$ cat src/rtl/daic_consts.vh
`ifndef DAIC_CONSTS_VH
`define DAIC_CONSTS_VH
`define DAIC_RES_W         12
`define DAIC_CODE_MSB      12'h800
`define DAIC_CNT_W         5
`define DAIC_EDGE_MIN      5'h02
`define DAIC_EDGE_AWAKE    5'h0A
`define DAIC_EDGE_DONE     5'h0E
`define DAIC_EDGE_SAT      5'h1F
`define DAIC_PIN_IDLE      7'h01
`define DAIC_ADDR_SE_LAST  3'h5
`define DAIC_SEL_GROUND    3'h0
`define DAIC_PWR_NORMAL    2'h0
`define DAIC_PWR_PARTIAL   2'h1
`define DAIC_PWR_FULL      2'h2
`define DAIC_OFS_CTRL      4'h0
`define DAIC_OFS_STATUS    4'h4
`define DAIC_OFS_RESULT    4'h8
`define DAIC_CTRL_RST      32'h0000_0001
`define DAIC_RESP_OKAY     2'h0
`define DAIC_RESP_SLVERR   2'h2
`endif

$ cat src/rtl/daic_coder.v
`timescale 1ns/1ps
`include "daic_consts.vh"
module daic_coder #(
  parameter RES_W = `DAIC_RES_W
) (
  // clock and reset
  input  wire             sys_clk_in,
  input  wire             reset_in,
  // raw converter word, offset binary
  input  wire             load_in,
  input  wire [RES_W-1:0] raw_in,
  input  wire             twos_in,
  // formatted result
  output reg  [RES_W-1:0] result_out
);
  // converter steps one LSB per code, so flipping the msb is the only change
  always @(posedge sys_clk_in) begin
    if (reset_in) begin
      result_out <= {RES_W{1'b0}};
    end else if (load_in) begin
      result_out <= twos_in ? (raw_in ^ `DAIC_CODE_MSB) : raw_in;
    end
  end
endmodule

$ cat src/rtl/daic_ctrl.v
`timescale 1ns/1ps
`include "daic_consts.vh"
module daic_ctrl #(
  parameter RES_W = `DAIC_RES_W
) (
  // clock and reset
  input  wire             sys_clk_in,
  input  wire             reset_in,
  // host control pins
  input  wire             conv_strobe_n_in,
  input  wire             sclk_in,
  input  wire             input_config_select_in,
  input  wire             chan_addr_bit0_in,
  input  wire             chan_addr_bit1_in,
  input  wire             chan_addr_bit2_in,
  input  wire             span_select_in,
  // raw converter words
  input  wire             raw_valid_in,
  input  wire [RES_W-1:0] raw_first_in,
  input  wire [RES_W-1:0] raw_second_in,
  // multiplexer and analog control
  output reg  [2:0]       mux_pos_sel_out,
  output reg  [2:0]       mux_neg_sel_out,
  output reg              single_ended_out,
  output reg              pseudo_diff_out,
  output reg              span_double_out,
  output reg              twos_comp_out,
  output reg              addr_undefined_out,
  output reg  [1:0]       power_mode_out,
  // result words and data pin enables
  output wire [RES_W-1:0] result_out_first,
  output wire [RES_W-1:0] result_out_second,
  output wire             result_oe_out,
  // axi4-lite slave
  input  wire [3:0]       s_axi_awaddr,
  input  wire             s_axi_awvalid,
  output wire             s_axi_awready,
  input  wire [31:0]      s_axi_wdata,
  input  wire [3:0]       s_axi_wstrb,
  input  wire             s_axi_wvalid,
  output wire             s_axi_wready,
  output reg  [1:0]       s_axi_bresp,
  output reg              s_axi_bvalid,
  input  wire             s_axi_bready,
  input  wire [3:0]       s_axi_araddr,
  input  wire             s_axi_arvalid,
  output wire             s_axi_arready,
  output reg  [31:0]      s_axi_rdata,
  output reg  [1:0]       s_axi_rresp,
  output reg              s_axi_rvalid,
  input  wire             s_axi_rready
);
  localparam CNT_W = `DAIC_CNT_W;
  // strobe idles high, so its synchroniser stages reset high
  localparam [6:0] PIN_IDLE = `DAIC_PIN_IDLE;

  // pin synchronisers, stage one read only by stage two
  reg  [6:0] pin_meta_r;
  reg  [6:0] pin_sync_r;
  reg        strobe_d_r;
  reg        sclk_d_r;
  wire       strobe_n  = pin_sync_r[0];
  wire       sclk_s    = pin_sync_r[1];
  wire       strobe_fall = strobe_d_r & ~strobe_n;
  wire       strobe_rise = ~strobe_d_r & strobe_n;
  wire       sclk_fall   = sclk_d_r & ~sclk_s;

  always @(posedge sys_clk_in) begin
    if (reset_in) begin
      pin_meta_r <= PIN_IDLE;
      pin_sync_r <= PIN_IDLE;
      strobe_d_r <= 1'b1;
      sclk_d_r   <= 1'b0;
    end else begin
      pin_meta_r <= {span_select_in, chan_addr_bit2_in, chan_addr_bit1_in,
                     chan_addr_bit0_in, input_config_select_in, sclk_in, conv_strobe_n_in};
      pin_sync_r <= pin_meta_r;
      strobe_d_r <= strobe_n;
      sclk_d_r   <= sclk_s;
    end
  end

  // software control and conversion tracking
  reg        capture_en_r;
  reg        conv_ok_r;
  reg [CNT_W-1:0] edge_cnt_r;

  // early rise window that forces power-down
  function in_pd_window;
    input [CNT_W-1:0] cnt;
    begin
      in_pd_window = (cnt >= `DAIC_EDGE_MIN) && (cnt < `DAIC_EDGE_AWAKE);
    end
  endfunction

  // low long enough to count as a full wake
  function is_awake;
    input [CNT_W-1:0] cnt;
    begin
      is_awake = (cnt >= `DAIC_EDGE_AWAKE);
    end
  endfunction

  // settings pipeline: pending from this fall, active for this conversion
  reg [4:0] pend_r;
  reg [4:0] act_r;
  always @(posedge sys_clk_in) begin
    if (reset_in) begin
      pend_r <= 5'h00;
      act_r  <= 5'h00;
    end else if (strobe_fall && capture_en_r) begin
      act_r  <= pend_r;
      pend_r <= pin_sync_r[6:2];
    end
  end
  // held until the next fall, pin motion mid-conversion is ignored

  // channel decode, one address for both multiplexers
  wire       cfg_se   = act_r[0];
  wire [2:0] cfg_addr = act_r[3:1];
  wire       cfg_span = act_r[4];
  always @* begin
    single_ended_out   = cfg_se;
    span_double_out    = cfg_span;
    mux_pos_sel_out    = `DAIC_SEL_GROUND;
    mux_neg_sel_out    = `DAIC_SEL_GROUND;
    pseudo_diff_out    = 1'b0;
    addr_undefined_out = 1'b0;
    if (cfg_se) begin
      if (cfg_addr > `DAIC_ADDR_SE_LAST) begin
        addr_undefined_out = 1'b1;
      end else begin
        mux_pos_sel_out = cfg_addr + 3'h1;
      end
    end else begin
      if (cfg_addr[2:1] == 2'h3) begin
        addr_undefined_out = 1'b1;
      end else begin
        mux_pos_sel_out = {cfg_addr[2:1], 1'b1};
        mux_neg_sel_out = {cfg_addr[2:1], 1'b0} + 3'h2;
        pseudo_diff_out = cfg_addr[0];
      end
    end
    if (pseudo_diff_out) begin
      twos_comp_out = 1'b0;
    end else begin
      twos_comp_out = ~cfg_se | cfg_span;
    end
  end

  // power mode machine
  // fewer than two falls counts as a glitch and never powers down
  localparam PWR_NORMAL  = `DAIC_PWR_NORMAL;
  localparam PWR_PARTIAL = `DAIC_PWR_PARTIAL;
  localparam PWR_FULL    = `DAIC_PWR_FULL;
  reg [1:0] pwr_r;
  reg [1:0] pwr_nxt;
  always @* begin
    pwr_nxt = pwr_r;
    if (strobe_rise) begin
      case (pwr_r)
        PWR_NORMAL: begin
          if (in_pd_window(edge_cnt_r)) pwr_nxt = PWR_PARTIAL;
        end
        PWR_PARTIAL: begin
          if (in_pd_window(edge_cnt_r)) pwr_nxt = PWR_FULL;
          else if (is_awake(edge_cnt_r)) pwr_nxt = PWR_NORMAL;
        end
        PWR_FULL: begin
          if (is_awake(edge_cnt_r)) pwr_nxt = PWR_NORMAL;
        end
        default: pwr_nxt = PWR_NORMAL;
      endcase
    end
  end
  always @(posedge sys_clk_in) begin
    if (reset_in) pwr_r <= PWR_NORMAL;
    else          pwr_r <= pwr_nxt;
  end
  always @* power_mode_out = pwr_r;

  // sclk fall count within a conversion, saturating
  // kept after the rise so software can see where the strobe came up
  always @(posedge sys_clk_in) begin
    if (reset_in) begin
      edge_cnt_r <= {CNT_W{1'b0}};
      conv_ok_r  <= 1'b0;
    end else if (strobe_fall) begin
      edge_cnt_r <= {CNT_W{1'b0}};
      conv_ok_r  <= (pwr_r == PWR_NORMAL);     // dummy conversion after wake gives no data
    end else if (strobe_rise) begin
      conv_ok_r  <= 1'b0;                      // rise aborts and tri-states
    end else if (!strobe_n && sclk_fall && edge_cnt_r != `DAIC_EDGE_SAT) begin
      edge_cnt_r <= edge_cnt_r + {{(CNT_W-1){1'b0}}, 1'b1};
    end
  end
  assign result_oe_out = conv_ok_r & ~strobe_n;

  // result capture, only once fourteen clocks completed the conversion
  wire load_res = raw_valid_in & conv_ok_r & ~strobe_n
                  & (edge_cnt_r >= `DAIC_EDGE_DONE);
  wire [RES_W-1:0] raw_pair [0:1];
  wire [RES_W-1:0] res_pair [0:1];
  assign raw_pair[0] = raw_first_in;
  assign raw_pair[1] = raw_second_in;
  genvar gi;
  generate
    for (gi = 0; gi < 2; gi = gi + 1) begin : g_coder
      daic_coder #(.RES_W(RES_W)) u_coder (
        .sys_clk_in (sys_clk_in),
        .reset_in   (reset_in),
        .load_in    (load_res),
        .raw_in     (raw_pair[gi]),
        .twos_in    (twos_comp_out),
        .result_out (res_pair[gi])
      );
    end
  endgenerate
  assign result_out_first  = res_pair[0];
  assign result_out_second = res_pair[1];

  // axi4-lite write channel, address and data in either order
  // bvalid stalls both readies, so one write at most is in flight
  reg        aw_held_r;
  reg        w_held_r;
  reg [3:0]  aw_addr_r;
  reg [31:0] w_data_r;
  reg [3:0]  w_strb_r;
  assign s_axi_awready = ~aw_held_r & ~s_axi_bvalid;
  assign s_axi_wready  = ~w_held_r & ~s_axi_bvalid;
  wire aw_take = s_axi_awvalid & s_axi_awready;
  wire w_take  = s_axi_wvalid & s_axi_wready;
  wire aw_have = aw_held_r | aw_take;
  wire w_have  = w_held_r | w_take;
  wire [3:0]  wr_addr = aw_held_r ? aw_addr_r : s_axi_awaddr;
  wire [31:0] wr_data = w_held_r ? w_data_r : s_axi_wdata;
  wire [3:0]  wr_strb = w_held_r ? w_strb_r : s_axi_wstrb;
  wire        wr_do   = aw_have & w_have & ~s_axi_bvalid;

  always @(posedge sys_clk_in) begin
    if (reset_in) begin
      aw_held_r    <= 1'b0;
      w_held_r     <= 1'b0;
      aw_addr_r    <= 4'h0;
      w_data_r     <= 32'h0000_0000;
      w_strb_r     <= 4'h0;
      s_axi_bvalid <= 1'b0;
      s_axi_bresp  <= `DAIC_RESP_OKAY;
      capture_en_r <= 1'b1;
    end else begin
      if (aw_take) aw_addr_r <= s_axi_awaddr;
      if (w_take) begin
        w_data_r <= s_axi_wdata;
        w_strb_r <= s_axi_wstrb;
      end
      if (wr_do) begin
        aw_held_r    <= 1'b0;
        w_held_r     <= 1'b0;
        s_axi_bvalid <= 1'b1;
        if (wr_addr == `DAIC_OFS_CTRL) begin
          s_axi_bresp <= `DAIC_RESP_OKAY;
          if (wr_strb[0]) capture_en_r <= wr_data[0];
        end else if (wr_addr == `DAIC_OFS_STATUS || wr_addr == `DAIC_OFS_RESULT) begin
          s_axi_bresp <= `DAIC_RESP_OKAY;      // read-only, write ignored
        end else begin
          s_axi_bresp <= `DAIC_RESP_SLVERR;
        end
      end else begin
        if (aw_take) aw_held_r <= 1'b1;
        if (w_take)  w_held_r  <= 1'b1;
        if (s_axi_bvalid && s_axi_bready) s_axi_bvalid <= 1'b0;
      end
    end
  end

  // axi4-lite read channel
  // rdata is registered, so rvalid follows the address by one clock
  assign s_axi_arready = ~s_axi_rvalid;
  wire [31:0] status_word = {16'h0000, edge_cnt_r, twos_comp_out, pseudo_diff_out,
                             addr_undefined_out, act_r, conv_ok_r, pwr_r};
  always @(posedge sys_clk_in) begin
    if (reset_in) begin
      s_axi_rvalid <= 1'b0;
      s_axi_rdata  <= 32'h0000_0000;
      s_axi_rresp  <= `DAIC_RESP_OKAY;
    end else if (s_axi_arvalid && s_axi_arready) begin
      s_axi_rvalid <= 1'b1;
      s_axi_rresp  <= `DAIC_RESP_OKAY;
      case (s_axi_araddr)
        `DAIC_OFS_CTRL:   s_axi_rdata <= {31'h0000_0000, capture_en_r};
        `DAIC_OFS_STATUS: s_axi_rdata <= status_word;
        `DAIC_OFS_RESULT: s_axi_rdata <= {4'h0, res_pair[1], 4'h0, res_pair[0]};
        default: begin
          s_axi_rdata <= 32'h0000_0000;
          s_axi_rresp <= `DAIC_RESP_SLVERR;
        end
      endcase
    end else if (s_axi_rvalid && s_axi_rready) begin
      s_axi_rvalid <= 1'b0;
    end
  end
endmodule

$ cat config.mk
export PLATFORM = sky130hd
export DESIGN_NAME = daic_ctrl
export DESIGN_NICKNAME = d
export VERILOG_FILES = /design/src/rtl/daic_coder.v /design/src/rtl/daic_ctrl.v
export VERILOG_INCLUDE_DIRS = /design/src /design/src/rtl
export SDC_FILE = /design/constraint.sdc
export NUM_CORES = 1
export LEC_CHECK = 0
export CAP_MARGIN = 5
export CORE_UTILIZATION = 28
export CTS_CLUSTER_SIZE = 40
export DETAILED_ROUTE_END_ITERATION = 10
export DONT_BUFFER_PORTS = 1
export SLEW_MARGIN = 30
export SYNTH_ARGS = -nofsm -noshare
export SYNTH_HDL_FRONTEND = slang
export SYNTH_SLANG_ARGS = --single-unit
export TNS_END_PERCENT = 1
$ cat constraint.sdc
create_clock -name sys_clk_in -period 2.9 [get_ports sys_clk_in]
set_clock_uncertainty 0.2 [all_clocks]
set_input_delay 0.58 -clock sys_clk_in [delete_from_list [all_inputs] [get_ports sys_clk_in]]
set_output_delay 0.58 -clock sys_clk_in [all_outputs]
set_load 0.02 [all_outputs]
==> impl_metrics.tcl <==
set metrics [dict create \
    timing.critical_path.buf_inv 1 \
    finalNetCount 508 \
    syn_to_final_growth_pct 11.5 \
    setup_ws_ps 126 \
    fillers 1412 \
    path_max_fanout 7 \
    num_rows 43 \
    syn_inst 420 \
    grt_pass1_vias 2644 \
    fin_crit_sh 0.956 \
    required_ps 2120 \
    port_buffers 0 \
    relSlewSlack 0.574 \
    drt-met1-wl_mm 4.23 \
    ys_types 47 \
    syn_avg_cell_area_sq_um 9.56 \
    syn_area_sq_um 4010 \
    wl_per_cell_um 16.0 \
    core_area_sq_um 13900 \
    end_kind "output pin" \
    floorplan.initialDensity 0.288 \
    cp_cell_sequence "inv_1 > ha_1 > a21oi_1 > o21ai_0 > o22ai_1" \
    rsz0062_at_grt "false" \
    outcome "finished, final reports clean" \
    drv_cap 0 \
    synth_edf_count 0 \
    arrival_ps 1990 \
    drive_above_1_share 0.0979 \
    topRoutingLayerUsed "met5" \
    ys.warnings.count 0 \
    slowest_delay_ps 480 \
    drt-vias-per-instance 4.76 \
    critPathKind "register to output pin" \
    clkLatencyLatePin_ps 350 \
    hold_violations 0 \
    wl_met3_um 616 \
    p_per_area_nw_per_um2 633 \
    routed-via-count 2851 \
    final_core_util 0.321 \
    track_usage 0.130 \
    wl_met2_mm 4.63 \
    report.final.slew_viol_count 0 \
    drcViolationCount 0 \
    cts_max_level 3 \
    routed_wl_mm 9.60 \
    preCtsSetupSlack_ps 559 \
    clock_path_buffers 2 \
    setup_violations 0 \
    cp_top_family "compound AO/OA/AOI/OAI gates" \
    regArea_sq_um 1980 \
    synth_seq_area_share 0.494 \
    die_h_um 122 \
    diodes 0 \
    tritoncts "built" \
    drtAntennaViolNets 0 \
    drt_iter0_drc 104 \
    grt_max_degree 102 \
    cts_root_buffer "clkbuf_16" \
    grt_overflow 0 \
    worst_slew_pin_slew_ps 638 \
    tns_ps 0 \
    p_leak_nw 1.61 \
    io_pins 162 \
    ys.flop_type "dfxtp_1" \
    cp_slowest_cell "dfxtp_1" \
    fin_crit_ps 2770 \
    die_x_um 122 \
    dp.cells 583 \
    dieArea_sq_um 14800 \
    async_reset_ff_frac 0 \
    cts_hold_buf 0 \
    gp_congestion 0.746 \
    timing.fmax_mhz 361 \
    cts.reportedPaths.clkPinSlew_ps 70 \
    cts_resized 0 \
    dp_hpwl_mm 6.71 \
    multi_input_area_sq_um 1840 \
    cts_buffers 9 \
    holdCritPathClass "input pin to register" \
    antenna_found_initial 1 \
    dr.pass1.iters 4 \
    synth.ff_latch_count 99 \
    cts_sinks 99 \
    grt_pass1_wl_mm 14.2 \
    ir_drop_mv 0.281 \
    finalPower_mw 2.83 \
    start_kind "register" \
    postCtsSetupRepairBufs 0 \
    final_cells 599 \
    r2r_slack_ps 550 \
]
## cells by family after synthesis
logic type / Yosys count / share of synthesized area
simple gates: 153 / 0.187
flops: 99 / 0.494
compound gates: 76 / 0.137
buf+inv: 42 / 0.0539
mux: 32 / 0.0798
fa+ha+maj: 11 / 0.0343
xor+xnor: 6 / 0.0131
other cells: 1 / 0.000934
## cells in the final DEF, fill, tap and decap left out, drive strengths merged, types with 2 or more instances in the layout
| cell | netlist | layout |
|---|---|---|
| o21ai | 3 | 3 |
| nor2b | 19 | 19 |
| nand2 | 24 | 24 |
| o31ai | 2 | 2 |
| o22ai | 3 | 3 |
| clkbuf | 18 | 9 |
| and2 | 4 | 4 |
| clkinv | 0 | 2 |
| or2 | 3 | 3 |
| nor3 | 13 | 13 |
| inv | 9 | 12 |
| bufinv | 0 | 2 |
| and3 | 2 | 2 |
| ha | 11 | 11 |
| a22oi | 28 | 28 |
| a22o | 9 | 9 |
| a21oi | 19 | 19 |
| nand3b | 2 | 2 |
| mux2i | 32 | 32 |
| dfxtp | 99 | 99 |
| conb | 1 | 7 |
| a211oi | 5 | 5 |
| nand3 | 2 | 2 |
| or4b | 2 | 2 |
| buf | 15 | 10 |
| xnor2 | 5 | 5 |
| nor2 | 75 | 75 |
## synth_stat cells, drive strengths merged, types with 3 or more instances
master  instances  share of area
ha             11          0.034
or2             3         0.0047
nand2          24          0.022
a21oi          19          0.025
dfxtp          99           0.49
mux2i          32          0.080
nor2           75          0.075
xnor2           5          0.011
o22ai           3         0.0047
buf            15          0.029
a211oi          5         0.0094
o21ai           3         0.0037
a22oi          28          0.052
inv             9         0.0084
a22o            9          0.020
nor3           13          0.019
nor2b          19          0.030
clkbuf         18          0.017
and2            4         0.0062
## through the flow
stage / hold WS [ps] / instance area, sq um
after floorplan: 189 / 4040
after global placement: 196 / 4160
after detailed placement: 195 / 4160
after CTS: 78.4 / 4480
after global routing: 75.9 / 4480
final: 94.2 / 4480
## path summary, 6_finish.rpt
kind,from,to,depth (start not counted)
worst max-delay path,act_r[2],mux_pos_sel_out[1],5
worst min-delay path,reset_in,w_data_r[0],1
worst max register to register,edge_cnt_r[1],edge_cnt_r[1],7
worst min register to register,pin_meta_r[0],pin_sync_r[0],1
## registers in the layout (all words and copies together) (netlist names), 2 cells and up
name	count
s_axi_rdata	28
g_coder.u_coder.result_out	24
pin_meta_r	7
pin_sync_r	7
act_r	5
edge_cnt_r	5
pend_r	5
aw_addr_r	4
power_mode_out	2
## cell type report
class	count	area share
Sequential cell	99	0.443
Clock inverter	7	0.0215
Inverter	9	0.00755
Clock buffer	9	0.0503
Timing Repair Buffer	10	0.0168
Tap cell	180	0.0503
Multi-Input combinational cell	285	0.411
## report_power, final
group | switching, mW | total, mW | internal (mW)
Sequential | 0.0287 | 1.41 | 1.39
Clock | 0.537 | 1.30 | 0.762
Combinational | 0.0765 | 0.120 | 0.0431
Total | 0.642 | 2.83 | 2.19
## per-layer routing
layer	GRT usage	vias to the layer above
li1	-	1421
met1	0.155	1327
met2	0.207	91
met3	0.0482	10
met4	0.0556	2
met5	0	-
Note: power is estimated with default switching activity, not from simulation.
